[config.mk]
export PLATFORM = sky130hd
export DESIGN_NAME = cmc_core
export DESIGN_NICKNAME = d
export VERILOG_FILES = /design/src/design/cmc_pkg.sv /design/src/design/cmc_core.sv
export SDC_FILE = /design/constraint.sdc
export NUM_CORES = 2
export LEC_CHECK = 0
export ABC_CLOCK_PERIOD_IN_PS = 26300
export BUFFER_PORTS_ARGS = -buffer_cell sky130_fd_sc_hd__buf_2
export CORE_MARGIN = 5
export CORE_UTILIZATION = 45
export CTS_BUF_LIST = sky130_fd_sc_hd__clkbuf_4
export CTS_CLUSTER_SIZE = 24
export DETAILED_ROUTE_END_ITERATION = 12
export HOLD_SLACK_MARGIN = 0.1
export MAX_ROUTING_LAYER = met4
export PLACE_DENSITY = 0.7
export SYNTH_ARGS = -nofsm -noshare
export SYNTH_HDL_FRONTEND = slang
export SYNTH_SLANG_ARGS = --single-unit
[constraint.sdc]
create_clock -name sys_clk -period 26.3 [get_ports sys_clk]
set_input_delay 1.315 -clock sys_clk [delete_from_list [all_inputs] [get_ports sys_clk]]
set_output_delay 1.315 -clock sys_clk [all_outputs]
set_load 0.05 [all_outputs]
[src/design/cmc_pkg.sv]
/*
  Constants for the codec mute, phase, de-emphasis and power control block:
  register addresses, field positions, reset values and datapath figures.
  Assumes a 16-bit serial control word of a 7-bit address and 9-bit data.
*/
package cmc_pkg;

  // ---------------------------------------------------------------
  // Register addresses
  // ---------------------------------------------------------------
  localparam logic [6:0] ADDR_MUTE_PER_CHANNEL_DEEMPHASIS_PD  = 7'h02;
  localparam logic [6:0] ADDR_OUTPUT_PHASE    = 7'h03;
  localparam logic [6:0] ADDR_FLAG_MUTE_CTRL  = 7'h09;
  localparam logic [6:0] ADDR_CONV_DISABLE    = 7'h0a;
  localparam logic [6:0] ADDR_ADC_INPUT_MUTE  = 7'h0c;

  // ---------------------------------------------------------------
  // Reset values
  // ---------------------------------------------------------------
  localparam logic [8:0] RST_MUTE_PER_CHANNEL_DEEMPHASIS_PD   = 9'h120;
  localparam logic [8:0] RST_OUTPUT_PHASE     = 9'h000;
  localparam logic [8:0] RST_FLAG_MUTE_CTRL   = 9'h000;
  localparam logic [8:0] RST_CONV_DISABLE     = 9'h000;
  localparam logic [8:0] RST_ADC_INPUT_MUTE   = 9'h000;

  // ---------------------------------------------------------------
  // Field positions
  // ---------------------------------------------------------------
  localparam int GLOBAL_SOFT_MUTE_BIT     = 0;
  localparam int GLOBAL_DEEMPHASIS_BIT    = 1;
  localparam int DAC_GLOBAL_PD_BIT        = 2;
  localparam int ROUTING_LSB              = 5;
  localparam int PHASE_LSB                = 6;
  localparam int ZERO_CROSS_DISABLE_BIT   = 0;
  localparam int FLAG_SELECT_LSB          = 1;
  localparam int SOFT_MUTE_LSB            = 3;
  localparam int DEEMPHASIS_LSB           = 6;
  localparam int ADC_DISABLE_BIT          = 0;
  localparam int DAC_DISABLE_LSB          = 1;
  localparam int ADC_RIGHT_SILENCE_BIT    = 0;
  localparam int ADC_LEFT_SILENCE_BIT     = 1;
  localparam int ADC_BOTH_SILENCE_BIT     = 2;
  localparam int MUTE_PIN_DECODE_DIS_BIT  = 6;

  // ---------------------------------------------------------------
  // Datapath figures
  // ---------------------------------------------------------------
  localparam int         CTRL_WORD_BITS = 16;
  localparam logic [10:0] ZERO_RUN      = 11'h400;
  localparam logic [8:0]  GAIN_FULL     = 9'h100;
  localparam logic [8:0]  GAIN_STEP     = 9'h001;
  localparam logic [1:0]  FLAG_ALL      = 2'h0;

endpackage

[src/design/cmc_core.sv]
/*
  Codec channel mute, phase, zero flag, de-emphasis and power control.
  Registers are written over the 3-wire serial control pins; the DAC and
  ADC sample streams arrive on sys_clk with one-cycle sample strobes.
*/
// Contract
// Phase bit n inverts both outputs of DAC channel n; field resets zero.
// With zero cross enabled, new volume waits for a zero crossing.
// Zero flag pin rises after 1024 consecutive zero samples on chosen channels.
// Flag select 00 all channels, 01 channel 1, 10 channel 2, 11 channel 3.
// Per-channel soft mute bit n soft-mutes DAC channel n; any combination.
// Global soft mute bit soft-mutes all DAC channels; clearing restores.
// Routing zero, power-down or zero attenuation mute abruptly, no ramp. Zero attenuation is not decoded here; it only passes on dac_volume_applied.
// ADC mute register bits mute right, left, and both ADC inputs.
// De-emphasis bit n enables de-emphasis on DAC channel n.
// Global de-emphasis bit applies de-emphasis to all DAC channels.
// Global power-down stops all DACs, clears history, keeps registers.
// Clearing global power-down reinitialises the DAC filters.
// ADC disable enters low power, resets filters; clearing reinitialises them.
// DAC disable bit n puts DAC channel n in low power.
// With mute pin decode disabled, a high mute pin soft-mutes all DACs.
// Soft mute ramps gain down per sample and ramps back up on release.
`timescale 1ns/1ps
module cmc_core
  import cmc_pkg::*;
(
  // Clock and reset
  input  wire logic                    sys_clk,
  input  wire logic                    rstn,
  // Serial control pins
  input  wire logic                    ser_clk,
  input  wire logic                    ser_data,
  input  wire logic                    ser_latch,
  // Mute pin, two-way
  input  wire logic                    mute_pin_in,
  output logic                         zero_flag_pin,
  output logic                         zero_flag_pin_oe_n,
  // DAC sample input
  input  wire logic                    dac_sample_stb,
  input  wire logic [2:0][23:0]        dac_in_l,
  input  wire logic [2:0][23:0]        dac_in_r,
  input  wire logic [2:0][7:0]         dac_volume_target,
  // DAC sample output and control
  output logic                         dac_out_stb,
  output logic [2:0][23:0]             dac_out_l,
  output logic [2:0][23:0]             dac_out_r,
  output logic [2:0][7:0]              dac_volume_applied,
  output logic [2:0]                   dac_per_channel_deemphasis_on,
  output logic [2:0]                   dac_low_power,
  output logic                         dac_filter_init,
  // ADC sample path and control
  input  wire logic                    adc_sample_stb,
  input  wire logic [23:0]             adc_in_l,
  input  wire logic [23:0]             adc_in_r,
  output logic                         adc_out_stb,
  output logic [23:0]                  adc_out_l,
  output logic [23:0]                  adc_out_r,
  output logic                         adc_low_power,
  output logic                         adc_filter_init
);

  // ---------------------------------------------------------------
  // Pin synchronisers
  // ---------------------------------------------------------------
  logic [1:0] sclk_sync_reg;
  logic [1:0] sdat_sync_reg;
  logic [1:0] slat_sync_reg;
  logic [1:0] mpin_sync_reg;
  logic       sclk_prev_reg;
  logic       slat_prev_reg;

  always_ff @(posedge sys_clk or negedge rstn)
  begin
    if (!rstn)
      {sclk_sync_reg, sdat_sync_reg, slat_sync_reg, mpin_sync_reg, sclk_prev_reg, slat_prev_reg} <= 10'h0;
    else
    begin
      sclk_sync_reg <= {sclk_sync_reg[0], ser_clk};
      sdat_sync_reg <= {sdat_sync_reg[0], ser_data};
      slat_sync_reg <= {slat_sync_reg[0], ser_latch};
      mpin_sync_reg <= {mpin_sync_reg[0], mute_pin_in};
      sclk_prev_reg <= sclk_sync_reg[1];
      slat_prev_reg <= slat_sync_reg[1];
    end
  end

  // ---------------------------------------------------------------
  // Serial shift register
  // ---------------------------------------------------------------
  logic [15:0] shift_reg;
  logic [4:0]  bit_cnt_reg;
  logic        sclk_rise;
  logic        latch_rise;
  logic        wr_en;
  logic [6:0]  wr_addr;
  logic [8:0]  wr_data;

  assign sclk_rise  = sclk_sync_reg[1] & ~sclk_prev_reg;
  assign latch_rise = slat_sync_reg[1] & ~slat_prev_reg;
  assign wr_en      = latch_rise && (bit_cnt_reg >= 5'(CTRL_WORD_BITS));
  assign wr_addr    = shift_reg[15:9];
  assign wr_data    = shift_reg[8:0];

  always_ff @(posedge sys_clk or negedge rstn)
  begin
    if (!rstn)
      {shift_reg, bit_cnt_reg} <= 21'h0;
    else if (latch_rise)
      bit_cnt_reg <= 5'h00;
    else if (sclk_rise)
    begin
      shift_reg <= {shift_reg[14:0], sdat_sync_reg[1]};
      if (bit_cnt_reg < 5'(CTRL_WORD_BITS))
        bit_cnt_reg <= bit_cnt_reg + 5'h01;
    end
  end

  // ---------------------------------------------------------------
  // Control registers
  // ---------------------------------------------------------------
  logic [8:0] mute_per_channel_deemphasis_pd_reg;
  logic [8:0] output_phase_reg;
  logic [8:0] flag_mute_ctrl_reg;
  logic [8:0] conv_disable_reg;
  logic [8:0] adc_input_mute_reg;

  // Power-down leaves these untouched
  always_ff @(posedge sys_clk or negedge rstn)
  begin
    if (!rstn)
    begin
      mute_per_channel_deemphasis_pd_reg <= RST_MUTE_PER_CHANNEL_DEEMPHASIS_PD;
      output_phase_reg   <= RST_OUTPUT_PHASE;
      flag_mute_ctrl_reg <= RST_FLAG_MUTE_CTRL;
      conv_disable_reg   <= RST_CONV_DISABLE;
      adc_input_mute_reg <= RST_ADC_INPUT_MUTE;
    end
    else if (wr_en)
    begin
      unique case (wr_addr)
        ADDR_MUTE_PER_CHANNEL_DEEMPHASIS_PD: mute_per_channel_deemphasis_pd_reg <= wr_data;
        ADDR_OUTPUT_PHASE:   output_phase_reg   <= wr_data;
        ADDR_FLAG_MUTE_CTRL: flag_mute_ctrl_reg <= wr_data;
        ADDR_CONV_DISABLE:   conv_disable_reg   <= wr_data;
        ADDR_ADC_INPUT_MUTE: adc_input_mute_reg <= wr_data;
        default:             ;
      endcase
    end
  end

  // ---------------------------------------------------------------
  // Decoded controls
  // ---------------------------------------------------------------
  logic       dac_global_powerdown;
  logic [3:0] channel_routing_select;
  logic [2:0] phase_invert;
  logic       volume_zero_cross_disable;
  logic [1:0] zero_flag_select;
  logic [2:0] per_channel_soft_mute;
  logic       global_soft_mute;
  logic [2:0] per_channel_deemphasis;
  logic       global_deemphasis;
  logic       adc_disable;
  logic [2:0] dac_channel_disable;
  logic       mute_pin_decode_disable;
  logic [2:0] soft_mute_req;

  assign dac_global_powerdown      = mute_per_channel_deemphasis_pd_reg[DAC_GLOBAL_PD_BIT];
  assign channel_routing_select    = mute_per_channel_deemphasis_pd_reg[ROUTING_LSB +: 4];
  assign global_soft_mute          = mute_per_channel_deemphasis_pd_reg[GLOBAL_SOFT_MUTE_BIT];
  assign global_deemphasis         = mute_per_channel_deemphasis_pd_reg[GLOBAL_DEEMPHASIS_BIT];
  assign phase_invert              = output_phase_reg[PHASE_LSB +: 3];
  assign volume_zero_cross_disable = flag_mute_ctrl_reg[ZERO_CROSS_DISABLE_BIT];
  assign zero_flag_select          = flag_mute_ctrl_reg[FLAG_SELECT_LSB +: 2];
  assign per_channel_soft_mute     = flag_mute_ctrl_reg[SOFT_MUTE_LSB +: 3];
  assign per_channel_deemphasis    = flag_mute_ctrl_reg[DEEMPHASIS_LSB +: 3];
  assign adc_disable               = conv_disable_reg[ADC_DISABLE_BIT];
  assign dac_channel_disable       = conv_disable_reg[DAC_DISABLE_LSB +: 3];
  assign mute_pin_decode_disable   = adc_input_mute_reg[MUTE_PIN_DECODE_DIS_BIT];

  // Soft mute sources combined per channel
  assign soft_mute_req = per_channel_soft_mute
                       | {3{global_soft_mute}}
                       | {3{mute_pin_decode_disable & mpin_sync_reg[1]}};

  // ---------------------------------------------------------------
  // Sample helpers
  // ---------------------------------------------------------------
  function automatic logic [23:0] route_pick(input logic [1:0] sel,
                                             input logic [23:0] l,
                                             input logic [23:0] r);
    logic [24:0] sum;
    sum = {l[23], l} + {r[23], r};
    unique case (sel)
      2'h0: route_pick = 24'h000000;
      2'h1: route_pick = l;
      2'h2: route_pick = r;
      2'h3: route_pick = sum[24:1];
    endcase
  endfunction

  function automatic logic [23:0] neg_sat(input logic [23:0] x);
    neg_sat = (x == 24'h800000) ? 24'h7fffff : 24'(-x);
  endfunction

  function automatic logic [23:0] scale(input logic [23:0] x,
                                        input logic [8:0] g);
    logic signed [33:0] p;
    p = $signed(x) * $signed({1'b0, g});
    scale = p[31:8];
  endfunction

  // ---------------------------------------------------------------
  // DAC channels
  // ---------------------------------------------------------------
  logic [2:0] chan_zero;
  logic [2:0] pd_gate;

  assign pd_gate = dac_channel_disable | {3{dac_global_powerdown}};
  genvar ch;
  generate
    for (ch = 0; ch < 3; ch++)
    begin : g_chan
      logic [8:0]  gain_reg;
      logic [10:0] zrun_reg;
      logic        sign_prev_reg;
      logic [23:0] src_l;
      logic [23:0] src_r;
      logic [23:0] ph_l;
      logic [23:0] ph_r;
      logic        crossing;

      // Abrupt mute on routing zero, no ramp
      assign src_l    = route_pick(channel_routing_select[1:0], dac_in_l[ch], dac_in_r[ch]);
      assign src_r    = route_pick(channel_routing_select[3:2], dac_in_l[ch], dac_in_r[ch]);
      assign ph_l     = phase_invert[ch] ? neg_sat(src_l) : src_l;
      assign ph_r     = phase_invert[ch] ? neg_sat(src_r) : src_r;
      assign crossing = (dac_in_l[ch] == 24'h000000) || (dac_in_l[ch][23] != sign_prev_reg);

      // Soft mute gain ramp, one step per sample
      always_ff @(posedge sys_clk or negedge rstn)
      begin
        if (!rstn)
          gain_reg <= GAIN_FULL;
        else if (pd_gate[ch])
          gain_reg <= GAIN_FULL;
        else if (dac_sample_stb && soft_mute_req[ch] && gain_reg != 9'h000)
          gain_reg <= gain_reg - GAIN_STEP;
        else if (dac_sample_stb && !soft_mute_req[ch] && gain_reg != GAIN_FULL)
          gain_reg <= gain_reg + GAIN_STEP;
      end

      // Zero run counter and sign history
      always_ff @(posedge sys_clk or negedge rstn)
      begin
        if (!rstn)
          {zrun_reg, sign_prev_reg} <= 12'h0;
        else if (dac_global_powerdown)
          {zrun_reg, sign_prev_reg} <= 12'h0;
        else if (dac_sample_stb)
        begin
          sign_prev_reg <= dac_in_l[ch][23];
          if (dac_in_l[ch] != 24'h000000 || dac_in_r[ch] != 24'h000000)
            zrun_reg <= 11'h000;
          else if (zrun_reg != ZERO_RUN)
            zrun_reg <= zrun_reg + 11'h001;
        end
      end

      assign chan_zero[ch] = (zrun_reg == ZERO_RUN);
      // Volume applied on a zero crossing
      always_ff @(posedge sys_clk or negedge rstn)
      begin
        if (!rstn)
          dac_volume_applied[ch] <= 8'hff;
        else if (dac_sample_stb && (volume_zero_cross_disable || crossing))
          dac_volume_applied[ch] <= dac_volume_target[ch];
      end

      // Output samples
      always_ff @(posedge sys_clk or negedge rstn)
      begin
        if (!rstn)
          {dac_out_l[ch], dac_out_r[ch]} <= 48'h0;
        else if (pd_gate[ch])
          {dac_out_l[ch], dac_out_r[ch]} <= 48'h0;
        else if (dac_sample_stb)
          {dac_out_l[ch], dac_out_r[ch]} <= {scale(ph_l, gain_reg), scale(ph_r, gain_reg)};
      end
    end
  endgenerate

  // ---------------------------------------------------------------
  // DAC strobe, filter init and zero flag pin
  // ---------------------------------------------------------------
  logic pd_prev_reg;
  logic flag_sel;

  always_comb
  begin
    unique case (zero_flag_select)
      FLAG_ALL: flag_sel = &chan_zero;
      2'h1:     flag_sel = chan_zero[0];
      2'h2:     flag_sel = chan_zero[1];
      2'h3:     flag_sel = chan_zero[2];
    endcase
  end

  always_ff @(posedge sys_clk or negedge rstn)
  begin
    if (!rstn)
    begin
      {pd_prev_reg, dac_filter_init, dac_out_stb, zero_flag_pin} <= 4'h0;
      {zero_flag_pin_oe_n, dac_per_channel_deemphasis_on, dac_low_power}        <= 7'h00;
    end
    else
    begin
      pd_prev_reg        <= dac_global_powerdown;
      dac_filter_init    <= pd_prev_reg & ~dac_global_powerdown;
      dac_out_stb        <= dac_sample_stb & ~dac_global_powerdown;
      zero_flag_pin      <= flag_sel;
      zero_flag_pin_oe_n <= mute_pin_decode_disable;
      dac_per_channel_deemphasis_on      <= per_channel_deemphasis | {3{global_deemphasis}};
      dac_low_power      <= pd_gate;
    end
  end

  // ---------------------------------------------------------------
  // ADC mute and disable
  // ---------------------------------------------------------------
  logic adc_dis_prev_reg;
  logic adc_mute_l;
  logic adc_mute_r;

  assign adc_mute_r = adc_input_mute_reg[ADC_RIGHT_SILENCE_BIT] | adc_input_mute_reg[ADC_BOTH_SILENCE_BIT];
  assign adc_mute_l = adc_input_mute_reg[ADC_LEFT_SILENCE_BIT] | adc_input_mute_reg[ADC_BOTH_SILENCE_BIT];

  always_ff @(posedge sys_clk or negedge rstn)
  begin
    if (!rstn)
      {adc_out_l, adc_out_r, adc_out_stb} <= 49'h0;
    else
    begin
      adc_out_stb <= adc_sample_stb & ~adc_disable;
      if (adc_disable)
        {adc_out_l, adc_out_r} <= 48'h0;
      else if (adc_sample_stb)
      begin
        adc_out_l <= adc_mute_l ? 24'h000000 : adc_in_l;
        adc_out_r <= adc_mute_r ? 24'h000000 : adc_in_r;
      end
    end
  end

  always_ff @(posedge sys_clk or negedge rstn)
  begin
    if (!rstn)
      {adc_dis_prev_reg, adc_low_power, adc_filter_init} <= 3'h0;
    else
    begin
      adc_dis_prev_reg <= adc_disable;
      adc_low_power    <= adc_disable;
      adc_filter_init  <= adc_dis_prev_reg & ~adc_disable;
    end
  end

endmodule

==> flow_summary.toml <==
[run_status]
status = "complete, no violations"

[place]
io_buffers = 452
dp_worst_setup_slack_ns = 13.92
dpl.hpwl_mm = 176
place_area_mm2 = 0.0725
gp_congestion = 1.02
place_inst = 10200

[grt]
gr-total-overflow = 0
track_usage_pct = 28.9
grt_pass1_vias = 61200
grt_max_degree = 80
grt_pass1_wl_mm = 351
antenna_found_initial = 86

[worst_setup_path]
crit_path_max_incr_delay_ns = 1.11
worstPathMaxFanout = 49
slowest_stage = "a221oi_1"
start_kind = "flop"
worstPathArrival_ns = 13.04
cp.required_ns = 27.20
crit_top_cell = "fa_1"
worstSetupPathType = "reg -> reg"
worstSetupEndpointType = "flop"

[power]
p_switching_uw = 544
p_leak_nw = 39.7
finalPower_mw = 1.50
swShare_pct = 36.2
clkPwrFrac_pct = 38.7
pwr_density_cell_mw_per_mm2 = 20.3
power_frac_seq_pct = 39.7
intPower_uw = 960
pwr-share-comb_pct = 21.7
ir_drop_mv = 0.0276

[route]
drtIter0Drc = 4890
wl_per_cell_um = 21.4
viasPerCell = 5.65
final_antenna_net_count = 0
vias = 59400
drc_errors = 0
wl_mm = 225
firstDrtPassIters = 6

[layout]
fillCellCount = 14700
final_nets = 10100
fin_util_pct = 49.0
fin_area_mm2 = 0.0742
drive_gt1_share_pct = 11.1
syn2layout_area_growth_pct = 8.64
stdcell_count = 10500

[floorplan]
die_area_mm2 = 0.160
start_util_pct = 45.1
die_w_um = 400
rows = 143
io_pins = 453
core_mm2 = 0.151
die-height_um = 400

[clock_network]
cts_resized = 0
cts_buffers = 105
cts_root_buf = "clkbuf_4"
htree_num_levels = 3
clock_path_buffers = 3
cts.hold.buffers_added = 1
postCtsSetupBuffers = 0
clk_latency_ns = 1.10
cts_tree = "built"
clkTransAtPathRegs_ns = 0.07
clock-sinks = 351

[synthesis]
syn-cell-area_mm2 = 0.0683
ys.flop_type = "dfrtp_1"
ys_seq_elements = 351
avgSynthCellArea_um2 = 8.53
syn_nets = 9753
synth_cells = 8004
ys_warn_count = 0
synth-async-reset-ratio_pct = 100
seq_area_frac_synth_pct = 12.9
synth_cell_types = 100
synth_edf_count = 0

[sta]
grt_setup_unrepaired = "no"
fin_crit_ns = 12.13
hold_violations = 0
timing.final.crit_share_pct = 46.1
max_slew_margin_pct = 8.72
finalClockSkew_ns = 0.0931
worst_slack_ns = 14.17
worst_pin_slew_ns = 1.35
finalSetupTns_ns = 0
setup_viol = 0
timing.hold.ws_ns = 0.321
fmax_mhz = 82.4
report.final.slew_viol_count = 0

[run]
drv_cap = 0

[hold_path]
hp-class = "in -> reg"
[critical path: cells and delay by family, from the launching register on]
| kind | cells | cell delay (ns) |
|---|---|---|
| AOI/OAI and AO/OA | 10 | 4.13 |
| and+or+nand+nor | 9 | 3.22 |
| adders and majority gates | 6 | 2.59 |
| DFF | 1 | 1.01 |
| buffers and inverters | 5 | 0.91 |
[final timing paths]
| check | slack (ns) | depth (start not counted) | endpoint | startpoint |
|---|---|---|---|---|
| min in group asynchronous | 0.82 | 2 | dac_out_l[59] | rstn |
| worst max-delay path | 14.17 | 30 | dac_out_l[70] | mute_per_channel_deemphasis_pd_reg[5] |
| max in group asynchronous | 21.84 | 6 | zero_flag_pin | rstn |
| worst min-delay path | 0.32 | 1 | sdat_sync_reg[0] | ser_data |
| worst max register to register | 14.17 | 30 | dac_out_l[70] | mute_per_channel_deemphasis_pd_reg[5] |
| worst min register to register | 0.35 | 0 | slat_sync_reg[1] | slat_sync_reg[0] |
[final cells by class]
cell class	instances	area, µm²	share of cell area [%]
antenna	83	208	0.280
clock buffer	160	1200	1.62
tap	2030	2540	3.42
timing repair buffer	538	2920	3.94
clock inverter	31	223	0.300
inverter	1213	4550	6.14
sequential	351	8830	11.9
multi-input combinational	6103	53700	72.4
[metal layers]
| layer | track usage, % | up-vias | wire (µm) |
|---|---|---|---|
| met5 | - | - | 0 |
| met4 | 9.24 | 0 | 7310 |
| met3 | 8.49 | 417 | 23200 |
| met2 | 45.3 | 2377 | 104000 |
| met1 | 36.2 | 29800 | 90700 |
| li1 | - | 26800 | - |
[power by group through the flow]
stage          logic (mW)  registers (mW)  clock network, mW
2_1_floorplan       0.147           0.657                  0
3_3_place_gp        0.317           0.604                  0
3_5_place_dp        0.320           0.606                  0
4_1_cts             0.321           0.596              0.613
5_1_grt             0.346           0.599              0.640
6_report            0.326           0.596              0.581
[placed cells by master, fill, tap and decap left out, types with 160 or more instances in the layout]
master	instances
inv_1	1209
nand2_1	1165
fa_1	1026
and2_1	580
ha_1	499
buf_2	451
o21ai_0	375
dfrtp_1	313
a21oi_1	301
nor2_1	271
xnor2_1	192
clkbuf_4	160
[synth_stat cells (30+ instances only)]
cell type	instances	area share, %
a31oi_1	40	0.37
xor2_1	134	1.7
nand3_1	83	0.61
a211oi_1	41	0.45
nand2_1	1165	6.4
nor4_1	62	0.57
fa_1	1026	30
nand2b_1	73	0.67
o21bai_1	31	0.34
and2_1	581	5.3
a22o_1	118	1.5
ha_1	499	9.1
o21ai_0	375	2.7
or3_1	38	0.35
clkbuf_1	305	1.7
mux2i_1	42	0.62
nand4_1	71	0.65
nor2_1	278	1.5
o31ai_1	45	0.49
and3_1	55	0.50
xnor2_1	192	2.5
nor2b_1	105	0.96
mux2_2	74	1.2
a21o_1	124	1.4
nor3_1	76	0.56
o21ai_1	42	0.31
a21oi_1	301	2.2
dfrtp_1	322	12
a22oi_1	51	0.56
inv_1	1209	6.6
or2_2	30	0.27
[kinds of logic (layout without fill, tap and decap cells)]
kind of cell | after synthesis | after routing | synth area share (%)
other | 0 | 83 | 0
muxes | 118 | 118 | 1.89
and+or+nand+nor | 2702 | 2702 | 19.4
adders and majority gates | 1525 | 1525 | 39.2
DFF | 351 | 351 | 12.9
xor gates and xnor gates | 326 | 326 | 4.18
AOI/OAI and AO/OA | 1432 | 1432 | 13.8
buffers and inverters | 1550 | 1942 | 8.55
No activity file was read; power rests on OpenSTA's default activity.
